==> src/core/aprs_defs.vh <==
// Register offsets, field positions and reset values of the audio port routing and status bank.
// Included by the aprs_regs module of the bank; definitions only.
`ifndef APRS_DEFS_VH
`define APRS_DEFS_VH

// ------------------------------------------------------------
// Register offsets (7-bit register address space)
// ------------------------------------------------------------
`define APRS_OFS_PIN_SEL 7'h1f
`define APRS_OFS_SRC_SEL 7'h20
`define APRS_OFS_CLK_OUT 7'h21
`define APRS_OFS_GCALL 7'h22
`define APRS_OFS_RSVD_A 7'h23
`define APRS_OFS_RSVD_B 7'h24
`define APRS_OFS_PWR 7'h25
`define APRS_OFS_GAIN 7'h26
`define APRS_OFS_OVF 7'h27
`define APRS_OFS_RSVD_LO 7'h28
`define APRS_OFS_RSVD_HI 7'h2b

// ------------------------------------------------------------
// Reset values
// ------------------------------------------------------------
`define APRS_RST_BYTE 8'h00

// ------------------------------------------------------------
// Field positions
// ------------------------------------------------------------
`define APRS_PIN_BCLK_HI 7
`define APRS_PIN_BCLK_LO 5
`define APRS_PIN_WCLK_HI 4
`define APRS_PIN_WCLK_LO 2
`define APRS_PIN_DIN_HI 1
`define APRS_PIN_DIN_LO 0
`define APRS_SRC_BCLK 3
`define APRS_SRC_WCLK 2
`define APRS_SRC_DIN 0
`define APRS_OUT_PBCLK 7
`define APRS_OUT_SBCLK 6
`define APRS_OUT_PWCLK_HI 5
`define APRS_OUT_PWCLK_LO 4
`define APRS_OUT_SWCLK_HI 3
`define APRS_OUT_SWCLK_LO 2
`define APRS_GCALL_BIT 5
`define APRS_OVF_LEFT 7
`define APRS_OVF_RIGHT 6
`define APRS_OVF_SHIFT 5

// ------------------------------------------------------------
// Field codes
// ------------------------------------------------------------
`define APRS_PIN3_FROM_PIN 3'h0
`define APRS_PIN2_FROM_PIN 2'h0
`define APRS_PWCLK_INT 2'h0
`define APRS_PWCLK_SEC 2'h2
`define APRS_SWCLK_PRI 2'h0
`define APRS_SWCLK_INT 2'h1

`endif

==> src/core/aprs_regs.v <==
// Audio port routing and status register bank: secondary port pin routing,
// serial input source select, clock output routing, general-call enable,
// power and gain status, sticky overflow flags.
// Assumes the control-bus slave hands over one-cycle read and write strobes
// with a 7-bit register address on i_mclk; status arrives from other domains
// and is synchronised here; audio clocks and data pass through unsampled.
//
// Contract
// - Bits 7:5 choose secondary bit clock source: 000 from pin, 001 not.
// - Bits 4:2 choose secondary word clock source: 000 from pin, 001 not.
// - Bits 1:0 choose secondary data input source: 00 from pin, 01 not.
// - Bit 3 picks primary or secondary bit clock for interface and clock generator.
// - Bit 2 picks primary or secondary word clock for serial interface.
// - Bit 0 picks primary or secondary data input for serial interface.
// - Primary bit clock output: internal when bit 7 clear, secondary when set.
// - Secondary bit clock output: primary when bit 6 clear, internal when set.
// - Bits 5:4 primary word clock out: 00 sample clock, 10 secondary.
// - Bits 3:2 secondary word clock out: 00 primary, 01 sample clock.
// - Bus condition bit 5 enables acceptance of the general-call address.
// - Read-only power status for converters, headphone and speaker drivers.
// - Gain-settled bits 4 and 0 read 1 when applied equals programmed gain.
// - Overflow register bits 7,6,5 report overflows; bits 4:0 read zero.
// - Overflow flags are sticky, clear on read, set again on recurrence.
// - All routing fields reset to zero: primary sources, internal clocks out.
`timescale 1ns/1ps
`default_nettype none
`include "aprs_defs.vh"

module aprs_regs (
  input wire i_mclk,
  input wire i_arst_n,
  // Register access from the control-bus slave
  input wire i_reg_wr,
  input wire i_reg_rd,
  input wire [6:0] i_reg_addr,
  input wire [7:0] i_reg_wdata,
  output wire [7:0] o_reg_rdata,
  // Audio clocks and data at the pins and inside
  input wire i_multi_function_pin_one,
  input wire i_pri_bclk,
  input wire i_pri_wclk,
  input wire i_pri_din,
  input wire i_alt_sec_bclk,
  input wire i_alt_sec_wclk,
  input wire i_alt_sec_din,
  input wire i_int_bclk,
  input wire i_converter_sample_rate_clock,
  output wire o_if_bclk,
  output wire o_if_wclk,
  output wire o_if_din,
  output wire o_clock_generator_block_bclk,
  output wire o_pri_bclk_out,
  output wire o_sec_bclk_out,
  output wire o_pri_wclk_out,
  output wire o_sec_wclk_out,
  // Bus condition
  output wire o_gcall_accept,
  // Status from the analog and gain blocks
  input wire [5:0] i_power_up,
  input wire [1:0] i_gain_settled,
  input wire [2:0] i_ovf_event
);

  // ------------------------------------------------------------
  // Reset release
  // ------------------------------------------------------------
  reg rst_meta_r;
  reg rst_r;

  // Asynchronous assert, two-stage synchronous release
  // Release lags the pin by two edges, so no access is taken before the third
  always @(posedge i_mclk or negedge i_arst_n) begin
    if (!i_arst_n) begin
      rst_meta_r <= 1'b0;
      rst_r <= 1'b0;
    end else begin
      rst_meta_r <= 1'b1;
      rst_r <= rst_meta_r;
    end
  end

  // ------------------------------------------------------------
  // Helpers
  // ------------------------------------------------------------
  // Address compare used by every write decode and by the overflow read strobe
  function hit;
    input [6:0] addr;
    input [6:0] ofs;
    begin
      hit = (addr == ofs);
    end
  endfunction

  // Two-way clock/data mux
  function pick;
    input sel;
    input a;
    input b;
    begin
      pick = sel ? b : a;
    end
  endfunction

  // ------------------------------------------------------------
  // Writable registers
  // ------------------------------------------------------------
  reg [7:0] pin_sel_r;
  reg [7:0] src_sel_r;
  reg [7:0] clk_out_r;
  reg [7:0] gcall_r;
  reg [7:0] pin_sel_nxt;
  reg [7:0] src_sel_nxt;
  reg [7:0] clk_out_nxt;
  reg [7:0] gcall_nxt;

  // Next values: a write strobe at a matching offset replaces the byte
  always @* begin
    pin_sel_nxt = pin_sel_r;
    src_sel_nxt = src_sel_r;
    clk_out_nxt = clk_out_r;
    gcall_nxt = gcall_r;
    if (i_reg_wr) begin
      if (hit(i_reg_addr, `APRS_OFS_PIN_SEL)) begin
        pin_sel_nxt = i_reg_wdata;
      end
      if (hit(i_reg_addr, `APRS_OFS_SRC_SEL)) begin
        src_sel_nxt = i_reg_wdata;
      end
      if (hit(i_reg_addr, `APRS_OFS_CLK_OUT)) begin
        clk_out_nxt = i_reg_wdata;
      end
      // Reserved bits stored as written; software keeps them at reset
      if (hit(i_reg_addr, `APRS_OFS_GCALL)) begin
        gcall_nxt = i_reg_wdata;
      end
    end
  end

  // Every routing field starts at zero: primary in, internal out
  // Flops load every edge; holding is done by the next-value logic
  always @(posedge i_mclk or negedge rst_r) begin
    if (!rst_r) begin
      pin_sel_r <= `APRS_RST_BYTE;
      src_sel_r <= `APRS_RST_BYTE;
      clk_out_r <= `APRS_RST_BYTE;
      gcall_r <= `APRS_RST_BYTE;
    end else begin
      pin_sel_r <= pin_sel_nxt;
      src_sel_r <= src_sel_nxt;
      clk_out_r <= clk_out_nxt;
      gcall_r <= gcall_nxt;
    end
  end

  assign o_gcall_accept = gcall_r[`APRS_GCALL_BIT];

  // ------------------------------------------------------------
  // Secondary port pin routing
  // ------------------------------------------------------------
  // Only code zero routes the pin; 001 and reserved codes use the alternate
  wire sec_bclk_from_pin;
  wire sec_wclk_from_pin;
  wire sec_din_from_pin;
  wire sec_bclk;
  wire sec_wclk;
  wire sec_din;

  assign sec_bclk_from_pin = (pin_sel_r[`APRS_PIN_BCLK_HI:`APRS_PIN_BCLK_LO] == `APRS_PIN3_FROM_PIN);
  assign sec_wclk_from_pin = (pin_sel_r[`APRS_PIN_WCLK_HI:`APRS_PIN_WCLK_LO] == `APRS_PIN3_FROM_PIN);
  assign sec_din_from_pin = (pin_sel_r[`APRS_PIN_DIN_HI:`APRS_PIN_DIN_LO] == `APRS_PIN2_FROM_PIN);
  assign sec_bclk = pick(sec_bclk_from_pin, i_alt_sec_bclk, i_multi_function_pin_one);
  assign sec_wclk = pick(sec_wclk_from_pin, i_alt_sec_wclk, i_multi_function_pin_one);
  assign sec_din = pick(sec_din_from_pin, i_alt_sec_din, i_multi_function_pin_one);

  // ------------------------------------------------------------
  // Serial interface source selection
  // ------------------------------------------------------------
  // Audio clocks pass combinationally; they are not sampled by i_mclk
  assign o_if_bclk = pick(src_sel_r[`APRS_SRC_BCLK], i_pri_bclk, sec_bclk);
  assign o_clock_generator_block_bclk = pick(src_sel_r[`APRS_SRC_BCLK], i_pri_bclk, sec_bclk);
  assign o_if_wclk = pick(src_sel_r[`APRS_SRC_WCLK], i_pri_wclk, sec_wclk);
  assign o_if_din = pick(src_sel_r[`APRS_SRC_DIN], i_pri_din, sec_din);

  // ------------------------------------------------------------
  // Clock output routing
  // ------------------------------------------------------------
  wire [1:0] pwclk_code;
  wire [1:0] swclk_code;
  reg pri_wclk_out;
  reg sec_wclk_out;

  assign o_pri_bclk_out = pick(clk_out_r[`APRS_OUT_PBCLK], i_int_bclk, sec_bclk);
  assign o_sec_bclk_out = pick(clk_out_r[`APRS_OUT_SBCLK], o_pri_bclk_out, i_int_bclk);
  assign pwclk_code = clk_out_r[`APRS_OUT_PWCLK_HI:`APRS_OUT_PWCLK_LO];
  assign swclk_code = clk_out_r[`APRS_OUT_SWCLK_HI:`APRS_OUT_SWCLK_LO];

  // Reserved codes fall back to the reset choice so the pin never floats
  always @* begin
    case (pwclk_code)
      `APRS_PWCLK_SEC: pri_wclk_out = sec_wclk;
      default: pri_wclk_out = i_converter_sample_rate_clock;
    endcase
  end

  always @* begin
    case (swclk_code)
      `APRS_SWCLK_INT: sec_wclk_out = i_converter_sample_rate_clock;
      default: sec_wclk_out = pri_wclk_out;
    endcase
  end

  assign o_pri_wclk_out = pri_wclk_out;
  assign o_sec_wclk_out = sec_wclk_out;

  // ------------------------------------------------------------
  // Status inputs, synchronised
  // ------------------------------------------------------------
  // Power and gain states come from slower analog domains
  // Overflow levels share the same stages, so a flag lags its source
  wire [5:0] pwr_s;
  wire [1:0] gain_s;
  wire [2:0] ovf_s;
  wire [10:0] stat_in;
  wire [10:0] stat_s;

  assign stat_in = {i_ovf_event, i_gain_settled, i_power_up};

  genvar gi;
  generate
    for (gi = 0; gi < 11; gi = gi + 1) begin : g_sync
      aprs_sync2 u_sync (
        .i_mclk(i_mclk),
        .i_rst_n(rst_r),
        .i_d(stat_in[gi]),
        .o_q(stat_s[gi])
      );
    end
  endgenerate

  assign pwr_s = stat_s[5:0];
  assign gain_s = stat_s[7:6];
  assign ovf_s = stat_s[10:8];

  // ------------------------------------------------------------
  // Sticky overflow flags
  // ------------------------------------------------------------
  wire ovf_rd;
  wire [2:0] ovf_flags;
  reg [2:0] ovf_d_r;
  wire [2:0] ovf_rise;

  assign ovf_rd = i_reg_rd & hit(i_reg_addr, `APRS_OFS_OVF);

  // Edge detect so a held overflow level does not re-set after the read
  always @(posedge i_mclk or negedge rst_r) begin
    if (!rst_r) begin
      ovf_d_r <= 3'h0;
    end else begin
      ovf_d_r <= ovf_s;
    end
  end

  assign ovf_rise = ovf_s & ~ovf_d_r;

  aprs_ovf_flags u_ovf (
    .i_mclk(i_mclk),
    .i_rst_n(rst_r),
    .i_event(ovf_rise),
    .i_clear(ovf_rd),
    .o_flags(ovf_flags)
  );

  // ------------------------------------------------------------
  // Read data
  // ------------------------------------------------------------
  reg [7:0] rdata_r;
  reg [7:0] rdata_nxt;

  // Reserved and unmapped locations read zero; status uses synchronised copies
  // Without a read strobe the byte holds, so the flops need no load enable
  always @* begin
    rdata_nxt = rdata_r;
    if (i_reg_rd) begin
      case (i_reg_addr)
        `APRS_OFS_PIN_SEL: rdata_nxt = pin_sel_r;
        `APRS_OFS_SRC_SEL: rdata_nxt = src_sel_r;
        `APRS_OFS_CLK_OUT: rdata_nxt = clk_out_r;
        `APRS_OFS_GCALL: rdata_nxt = gcall_r;
        `APRS_OFS_PWR: rdata_nxt = {pwr_s[5], 1'b0, pwr_s[4:2], 1'b0, pwr_s[1:0]};
        `APRS_OFS_GAIN: rdata_nxt = {3'h0, gain_s[1], 3'h0, gain_s[0]};
        `APRS_OFS_OVF: rdata_nxt = {ovf_flags, 5'h00};
        default: rdata_nxt = 8'h00;
      endcase
    end
  end

  // Data captured on the read strobe, held until the next read
  always @(posedge i_mclk or negedge rst_r) begin
    if (!rst_r) begin
      rdata_r <= 8'h00;
    end else begin
      rdata_r <= rdata_nxt;
    end
  end

  assign o_reg_rdata = rdata_r;

endmodule // aprs_regs

`default_nettype wire

==> src/core/aprs_sync2.v <==
// Two-flip-flop synchroniser for a single level from outside the clock domain.
// Assumes the reset given is already synchronous to i_mclk on release.
`timescale 1ns/1ps
`default_nettype none

module aprs_sync2 (
  input wire i_mclk,
  input wire i_rst_n,
  input wire i_d,
  output wire o_q
);
  reg meta_r;
  reg sync_r;

  // First stage is read only by the second stage
  always @(posedge i_mclk or negedge i_rst_n) begin
    if (!i_rst_n) begin
      meta_r <= 1'b0;
      sync_r <= 1'b0;
    end else begin
      meta_r <= i_d;
      sync_r <= meta_r;
    end
  end

  assign o_q = sync_r;
endmodule // aprs_sync2

`default_nettype wire

==> src/core/aprs_ovf_flags.v <==
// Sticky overflow flags that clear when their register is read.
// Assumes event inputs are single-cycle or level pulses on i_mclk.
`timescale 1ns/1ps
`default_nettype none

module aprs_ovf_flags (
  input wire i_mclk,
  input wire i_rst_n,
  input wire [2:0] i_event,
  input wire i_clear,
  output wire [2:0] o_flags
);
  reg [2:0] flags_r;
  wire [2:0] flags_nxt;

  // Set wins over read-clear so an event is never lost
  assign flags_nxt = (i_clear ? 3'h0 : flags_r) | i_event;

  always @(posedge i_mclk or negedge i_rst_n) begin
    if (!i_rst_n) begin
      flags_r <= 3'h0;
    end else begin
      flags_r <= flags_nxt;
    end
  end

  assign o_flags = flags_r;
endmodule // aprs_ovf_flags

`default_nettype wire

==> config.mk <==
export PLATFORM = sky130hd
export DESIGN_NAME = aprs_regs
export DESIGN_NICKNAME = d
export VERILOG_FILES = /design/src/core/aprs_regs.v /design/src/core/aprs_sync2.v /design/src/core/aprs_ovf_flags.v
export VERILOG_INCLUDE_DIRS = /design/src /design/src/core
export SDC_FILE = /design/constraint.sdc
export NUM_CORES = 1
export LEC_CHECK = 0
export BUFFER_PORTS_ARGS = -buffer_cell sky130_fd_sc_hd__buf_2
export CORE_ASPECT_RATIO = 0.9
export CORE_MARGIN = 5
export CORE_UTILIZATION = 35
export DETAILED_ROUTE_END_ITERATION = 12
export HOLD_SLACK_MARGIN = 0.1
export PLACE_DENSITY = 0.66
export RECOVER_POWER = 25
export REMOVE_ABC_BUFFERS = 1
export SYNTH_ARGS = -nofsm -noshare
export SYNTH_HDL_FRONTEND = slang
export SYNTH_SLANG_ARGS = --single-unit
==> constraint.sdc <==
create_clock -name i_mclk -period 6.1 [get_ports i_mclk]
set_input_delay 0.915 -clock i_mclk [delete_from_list [all_inputs] [get_ports i_mclk]]
set_output_delay 0.915 -clock i_mclk [all_outputs]
set_load 0.02 [all_outputs]
==> impl_results.md, run 1 <==
- Multi-input logic area: 0.00106 sq mm
- Post-synth top flop: dfrtp_1
- Setup violators final: 0
- Min-delay worst type: in2async
- Tmin final: 2.70 ns
- # Post-CTS Setup Buffers: 0
- GR Util All Layers: 0.135
- RD Place Congestion: around 0.78
- Yosys reg bits: 70
- Slowest stage cell, crit path: or4b_1
- I/O pin cnt: 56
- Htree depth: 3
- Core region area: 0.00803 sq mm
- Number of global-route vias before repair: 1965
- Worst Path Required: approximately 6.3 ns
- Placed insts: between 300 and 400
- Max-slew headroom: 0.439
- Final clock skew: a little over 0.007 ns
- Setup crit start kind: input pin
- CP endpoint kind: flip-flop
- Fin crit share: 0.443
- P_leak: 1.65 nW
- Clock buffer depth: 2
- TritonRoute pass-1 iters: 4
- Share of the synthesized area in the top cell type: 0.608
- Initial Utilization: 0.359
- # diodes: 0
- Final setup TNS: 0 ns
- Area grow syn2layout: 18.3%
- Mapped Cells: roughly 220
- Clock transition at the registers of the reported paths: approximately 0.07 ns
- CP Class: in2reg
- Number of synthesized flops with an enable pin: 0
- Maxcap violations: 0
- GRT overflow: 0
- Cell variety after synth: 41
- Top Family by Delay on Critical Path: simple AND/OR/NAND/NOR gates
- Die width: about 110 um
- Via-to-Cell Ratio: between 4 and 5
- Ratio of cells with drive above 1 in the final layout: 0.415
- Hold Fails Final Rpt: 0
- Ys async rst share: 1.00
- Fillers: 763
- Final slew viol count: 0
- Iteration-0 DRC Markers: 114
- CTS tree: built
- Synthesized area: ~0.0029 sq mm
- Fin cells: 381
- DIE HEIGHT: 96.0 um
- Clock insertion delay at the later pin of the skew report: about 0.34 ns
- Sequential area share after synthesis: 0.608
- Num CTS Buffers: 9
- Slew @ Worst Pin: 0.841 ns
- Global-route wire length before repair: 10200 um
- Detailed Place HPWL: 4500 um
- Cell Chain, Critical Path: buf_2 > or4b_1 > nor2_4 > and3_1 > mux2_2
- Yosys warning count: 0
- CP arrival: about 3 ns
- RSZ-0062 raised after global routing: false
- # clock sinks: 70
- Die area: 0.0101 sq mm
- Drt wl/cell: 16.9 um
- Slowest stage delay, CP: roughly 0.7 ns
- Commonest non-fill, non-tap cell in the layout: dfrtp_1
- Status: complete, no violations
- FP Rows: 31
- Ranking of synthesized cells by area: dfrtp_1 61%, mux2_2 16%, nor2_1 2.0%, nand2_1 1.8%, mux2i_1 1.7%
- Detailed-route via count: around 1900
- Residual DRC: 0
- Crit path max fanout: 8
- Total wire length: ~6400 um
- CTS Hold Bufs: 0
- Syn Area/Cell: between 10 and 15 sq um
- I/O Buffers: 55
- Crit path buf inv count: 1
- IR drop worst, VDD: a little over 100 uV
- Nets: about 320
- Fmax: about 370 MHz
- Initial antenna violation count: 0
- FF/Latch Area: between 0.0015 and 0.002 sq mm
- CTS root buf: clkbuf_8
- Largest area contributor in the netlist: dfrtp_1
- Cell area power density: ~270 mW/mm^2
- Pin count of the biggest net entering global routing: 69
- CTS resizes: 0
- Routed Antenna Nets: 0
- Commonest cells after routing, fill and taps aside: 69 x dfrtp_1, 54 x buf_2, 40 x mux2_2
[per-layer routing]
layer | up-vias | track usage | share of wire
li1 | 903 | - | -
met1 | 932 | 0.178 | 0.47
met2 | 58 | 0.202 | 0.46
met3 | 11 | 0.0523 | 0.059
met4 | 0 | 0.0485 | 0.018
met5 | - | 0 | 0
[state kept, by name, indices dropped and copies added (netlist names), 8 cells and up]
signal,flops
src_sel_r,8
gcall_r,8
o_reg_rdata,8
clk_out_r,8
g_sync.u_sync.o_q,11
pin_sel_r,8
g_sync.u_sync.meta_r,11
[logic make-up after synthesis]
family,after synthesis,synth area share
flip-flops,70,0.608
AND/OR/NAND/NOR,53,0.106
multiplexers,45,0.174
AO/OA/AOI/OAI,36,0.0878
buffers and inverters,14,0.0222
other,1,0.00130
[synthesized netlist by cell type (2+ instances only)]
cell,number
buf_1,2
a31oi_1,5
nand2b_1,3
nand3_1,3
and3_1,2
nor2_1,15
buf_2,3
dfrtp_1,70
mux2_2,40
clkbuf_1,2
nor2b_1,2
a32oi_1,5
buf_4,2
nand2_1,14
mux2i_1,5
nor3_1,3
a22o_1,3
a21oi_1,7
o21ai_0,7
inv_1,5
[power by group]
part | switching, mW | total [mW] | leakage [nW] | internal [mW]
clock network | 0.162 | 0.317 | 0.0926 | 0.155
registers | 0.0158 | 0.510 | 0.877 | 0.494
logic | 0.0599 | 0.105 | 0.676 | 0.0449
[per-stage QoR]
stage | hold WS, ns | area (sq um) | util | total power, mW | worst slack (ns)
finish | 0.346 | 3410 | 0.424 | 0.931 | 3.40
global placement | 0.334 | 3240 | 0.404 | 0.621 | 3.07
global route | 0.320 | 3410 | 0.424 | 0.982 | 3.37
CTS | 0.324 | 3410 | 0.424 | 0.947 | 3.41
floorplan | 0.331 | 2830 | - | 0.577 | 3.50
detailed placement | 0.335 | 3240 | 0.404 | 0.625 | 3.03
[worst reg2reg max path, cell delays in order, from the launching register on]
cell and delay (ns):
dfrtp_1 0.40, mux2_2 0.27, a221oi_1 0.26, a2111oi_1 0.10, a211o_1 0.30
[worst paths after layout]
kind	startpoint	depth (start not counted)	end	slack, ns
max reg2reg	clk_out_r[5]	4	o_reg_rdata[5]	4.67
max	i_reg_addr[3]	5	src_sel_r[0]	3.40
max in group asynchronous	rst_r	1	pin_sel_r[2]	5.11
min reg2reg	g_sync[9].u_sync.meta_r	0	g_sync[9].u_sync.o_q	0.35
min	i_arst_n	1	rst_meta_r	0.35
min in group i_mclk	g_sync[9].u_sync.meta_r	0	g_sync[9].u_sync.o_q	0.35
[layout make-up]
type	count	area share
inverter	5	0.00551
sequential	70	0.515
timing repair buffer	56	0.0826
clock inverter	5	0.00734
multi-input combinational	135	0.312
clock buffer	11	0.0415
tap	99	0.0364
(Power assumes the default switching activity.)
==> inputs of run 2 (changes only) <==
==> constraint.sdc (replaced) <==
create_clock -name i_mclk -period 2.5 [get_ports i_mclk]
set_input_delay 0.375 -clock i_mclk [delete_from_list [all_inputs] [get_ports i_mclk]]
set_output_delay 0.375 -clock i_mclk [all_outputs]
set_load 0.02 [all_outputs]
==> run 2 against run 1 <==
Net effect: the flow now finishes with violations (max-capacitance violations, max-slew violations); critical path depth shrank 1; routed wire length grew 2.3%; final area grew 2.0%; clock power grew to 2.7 times the previous value; worst setup slack lost 2.9 ns; critical endpoint is now o_sec_bclk_out; largest power group unchanged.
==> impl_results.md, run 2 (synthesis results as in run 1) <==
- Commonest non-fill, non-tap cell in the layout: dfrtp_1
- Top Family by Delay on Critical Path: flip-flops
- I/O Buffers: 55 (unchanged)
- TritonRoute pass-1 iters: 4 (unchanged)
- Metal-1 WL: 2900 um (-3.6%)
- Top Layer Used: met4
- Cell Chain, Critical Path: nor3_1 > mux2i_1 > o21ai_0 > buf_2
- IR drop worst, VDD: 271 uV (+160%)
- Maxcap violations: 1 (+1)
- Via-to-Cell Ratio: 5.08 (+1.6%)
- # clock sinks: 70 (unchanged)
- CP arrival: 1.65 ns (-1.28 ns)
- Slew @ Worst Pin: 1.62 ns (+0.776 ns)
- Fillers: 763 (unchanged)
- CP Class: reg2out
- Htree depth: 3 (unchanged)
- Hold Path Stages: 1
- Drt wl/cell: 17.0 um (+0.76%)
- Clock transition at the registers of the reported paths: 0.07 ns (about the same)
- Sequential Power Share: 0.526 (-0.021)
- Detailed-route via count: 1965 (+3.2%)
- Fmax: 493 MHz
- Iteration-0 DRC Markers: 107 (-6.1%)
- Max-slew headroom: -0.0781 (-0.518)
- Placed insts: 371 (+1.6%)
- DR WL met2: 3150 um (+7.6%)
- CTS resizes: 0 (unchanged)
- Hold Fails Final Rpt: 0 (unchanged)
- Slowest stage cell, crit path: dfrtp_1
- Nets: 323 (+2.2%)
- CTS root buf: clkbuf_8
- Commonest cells after routing, fill and taps aside: 69 x dfrtp_1, 54 x buf_2, 40 x mux2_2
- Routed Antenna Nets: 0 (unchanged)
- Clock power frac: 0.364 (+0.024)
- GRT overflow: 0 (unchanged)
- Cells on worst reg2reg path: 1 (-3)
- Total wire length: 6580 um (+2.3%)
- # diodes: 0 (unchanged)
- RSZ-0062 raised after global routing: false
- Min-delay worst type: in2reg
- # Post-CTS Setup Buffers: 0 (unchanged)
- DIE HEIGHT: 96.0 um (unchanged)
- Pin count of the biggest net entering global routing: 69 (unchanged)
- Final setup TNS: 0 ns (unchanged)
- I/O pin cnt: 56 (unchanged)
- Critical Path Stages: 4 (-1)
- Num CTS Buffers: 9 (unchanged)
- Slowest stage delay, CP: 0.40 ns (-0.30 ns)
- Setup crit start kind: flip-flop
- FP Rows: 31 (unchanged)
- Met3 wire length: 432 um (+14%)
- Detailed Place HPWL: 4780 um (+6.2%)
- Clock insertion delay at the later pin of the skew report: 0.35 ns (about the same)
- Clock buffer depth: 2 (unchanged)
- Sw Share: 0.239 (-0.0162)
- GR Util All Layers: 0.141 (+0.00603)
- Die area: 0.0101 sq mm (unchanged)
- Core region area: 0.00803 sq mm (unchanged)
- CP endpoint kind: output pin
- CTS Hold Bufs: 1 (+1)
- RD Place Congestion: 0.847 (+9.1%)
- CTS tree: built
- Cell area power density: 682 mW/mm^2 (+150%)
- Status: finished, violations left
- Worst Path Required: 2.12 ns (-4.20 ns)
- P_leak: 1.68 nW (+2.0%)
- Die width: 106 um (unchanged)
- Crit path buf inv count: 1 (unchanged)
- Combinational power share: 0.110 (-0.002)
- Initial Utilization: 0.359 (unchanged)
- Initial antenna violation count: 0 (unchanged)
- Area grow syn2layout: 20.7%
- Tmin final: slightly above 2 ns
- Final clock skew: 0.00498 ns (-0.00230 ns)
- Fin crit share: 0.812
- Final core utilization: 0.433 (+0.00857)
- Number of global-route vias before repair: 2078 (+5.8%)
- Psw: 566 uW (+140%)
- Residual DRC: 0 (unchanged)
- Setup violators final: 0 (unchanged)
- Ratio of cells with drive above 1 in the final layout: 0.413 (-0.00170)
- Int Power: 1.80 mW (+160%)
- Violated checks: max-capacitance violations, max-slew violations
- Crit path max fanout: 3 (-5)
- Fin cells: 387 (+1.6%)
- Global-route wire length before repair: 10700 um (+4.5%)
- Final slew viol count: 69 (+69)
- Worst Hold Margin: 0.129 ns (-0.217 ns)
[run 2: cell count changes in the layout (fill, tap and decap cells not counted), sizes merged]
cell / before / now
clkinv: 5 / 0
dlygate4sd3: 0 / 1
buf: 55 / 60
bufinv: 0 / 1
clkbuf: 12 / 16
[run 2: metal layers]
layer  GRT usage  up-vias
li1            -      920
met1       0.178      974
met2       0.225       60
met3      0.0490       11
met4      0.0518        0
met5           0        -
[run 2: worst paths after layout]
path                                              start                       to  slack [ns]
worst min register to register  g_sync[6].u_sync.meta_r     g_sync[6].u_sync.o_q        0.35
worst min-delay path                      i_power_up[1]  g_sync[1].u_sync.meta_r        0.13
worst max-delay path                       pin_sel_r[6]           o_sec_bclk_out        0.47
worst max register to register                    rst_r               gcall_r[6]        0.77
max in group asynchronous                         rst_r               gcall_r[6]        0.77
min in group asynchronous                      i_arst_n               rst_meta_r        0.33
[run 2: final cells by class]
type | count | area (sq um) | share of cell area
clock buffers | 14 | 153 | 0.0439
repair buffers | 63 | 334 | 0.0961
flip-flops and latches | 70 | 1750 | 0.504
clock inverters | 1 | 30.0 | 0.00864
multi-input cells | 135 | 1060 | 0.306
inverters | 5 | 18.8 | 0.00540
well taps | 99 | 124 | 0.0356
[run 2: power by group through the flow]
stage	Clock, mW	Sequential [mW]	Combinational (mW)
finish	0.864	1.25	0.260
global route	0.941	1.26	0.289
CTS	0.890	1.25	0.268
detailed placement	0	1.27	0.266
global placement	0	1.27	0.262
floorplan	0	1.28	0.127
[run 2: metrics by stage]
| step | area, sq um | setup WS (ns) | power, mW |
|---|---|---|---|
| finish | 3480 | 0.470 | 2.37 |
| global placement | 3300 | 0.271 | 1.53 |
| CTS | 3490 | 0.454 | 2.41 |
| global route | 3480 | 0.360 | 2.49 |
| detailed placement | 3300 | 0.244 | 1.53 |
| floorplan | 2830 | 0.406 | 1.41 |
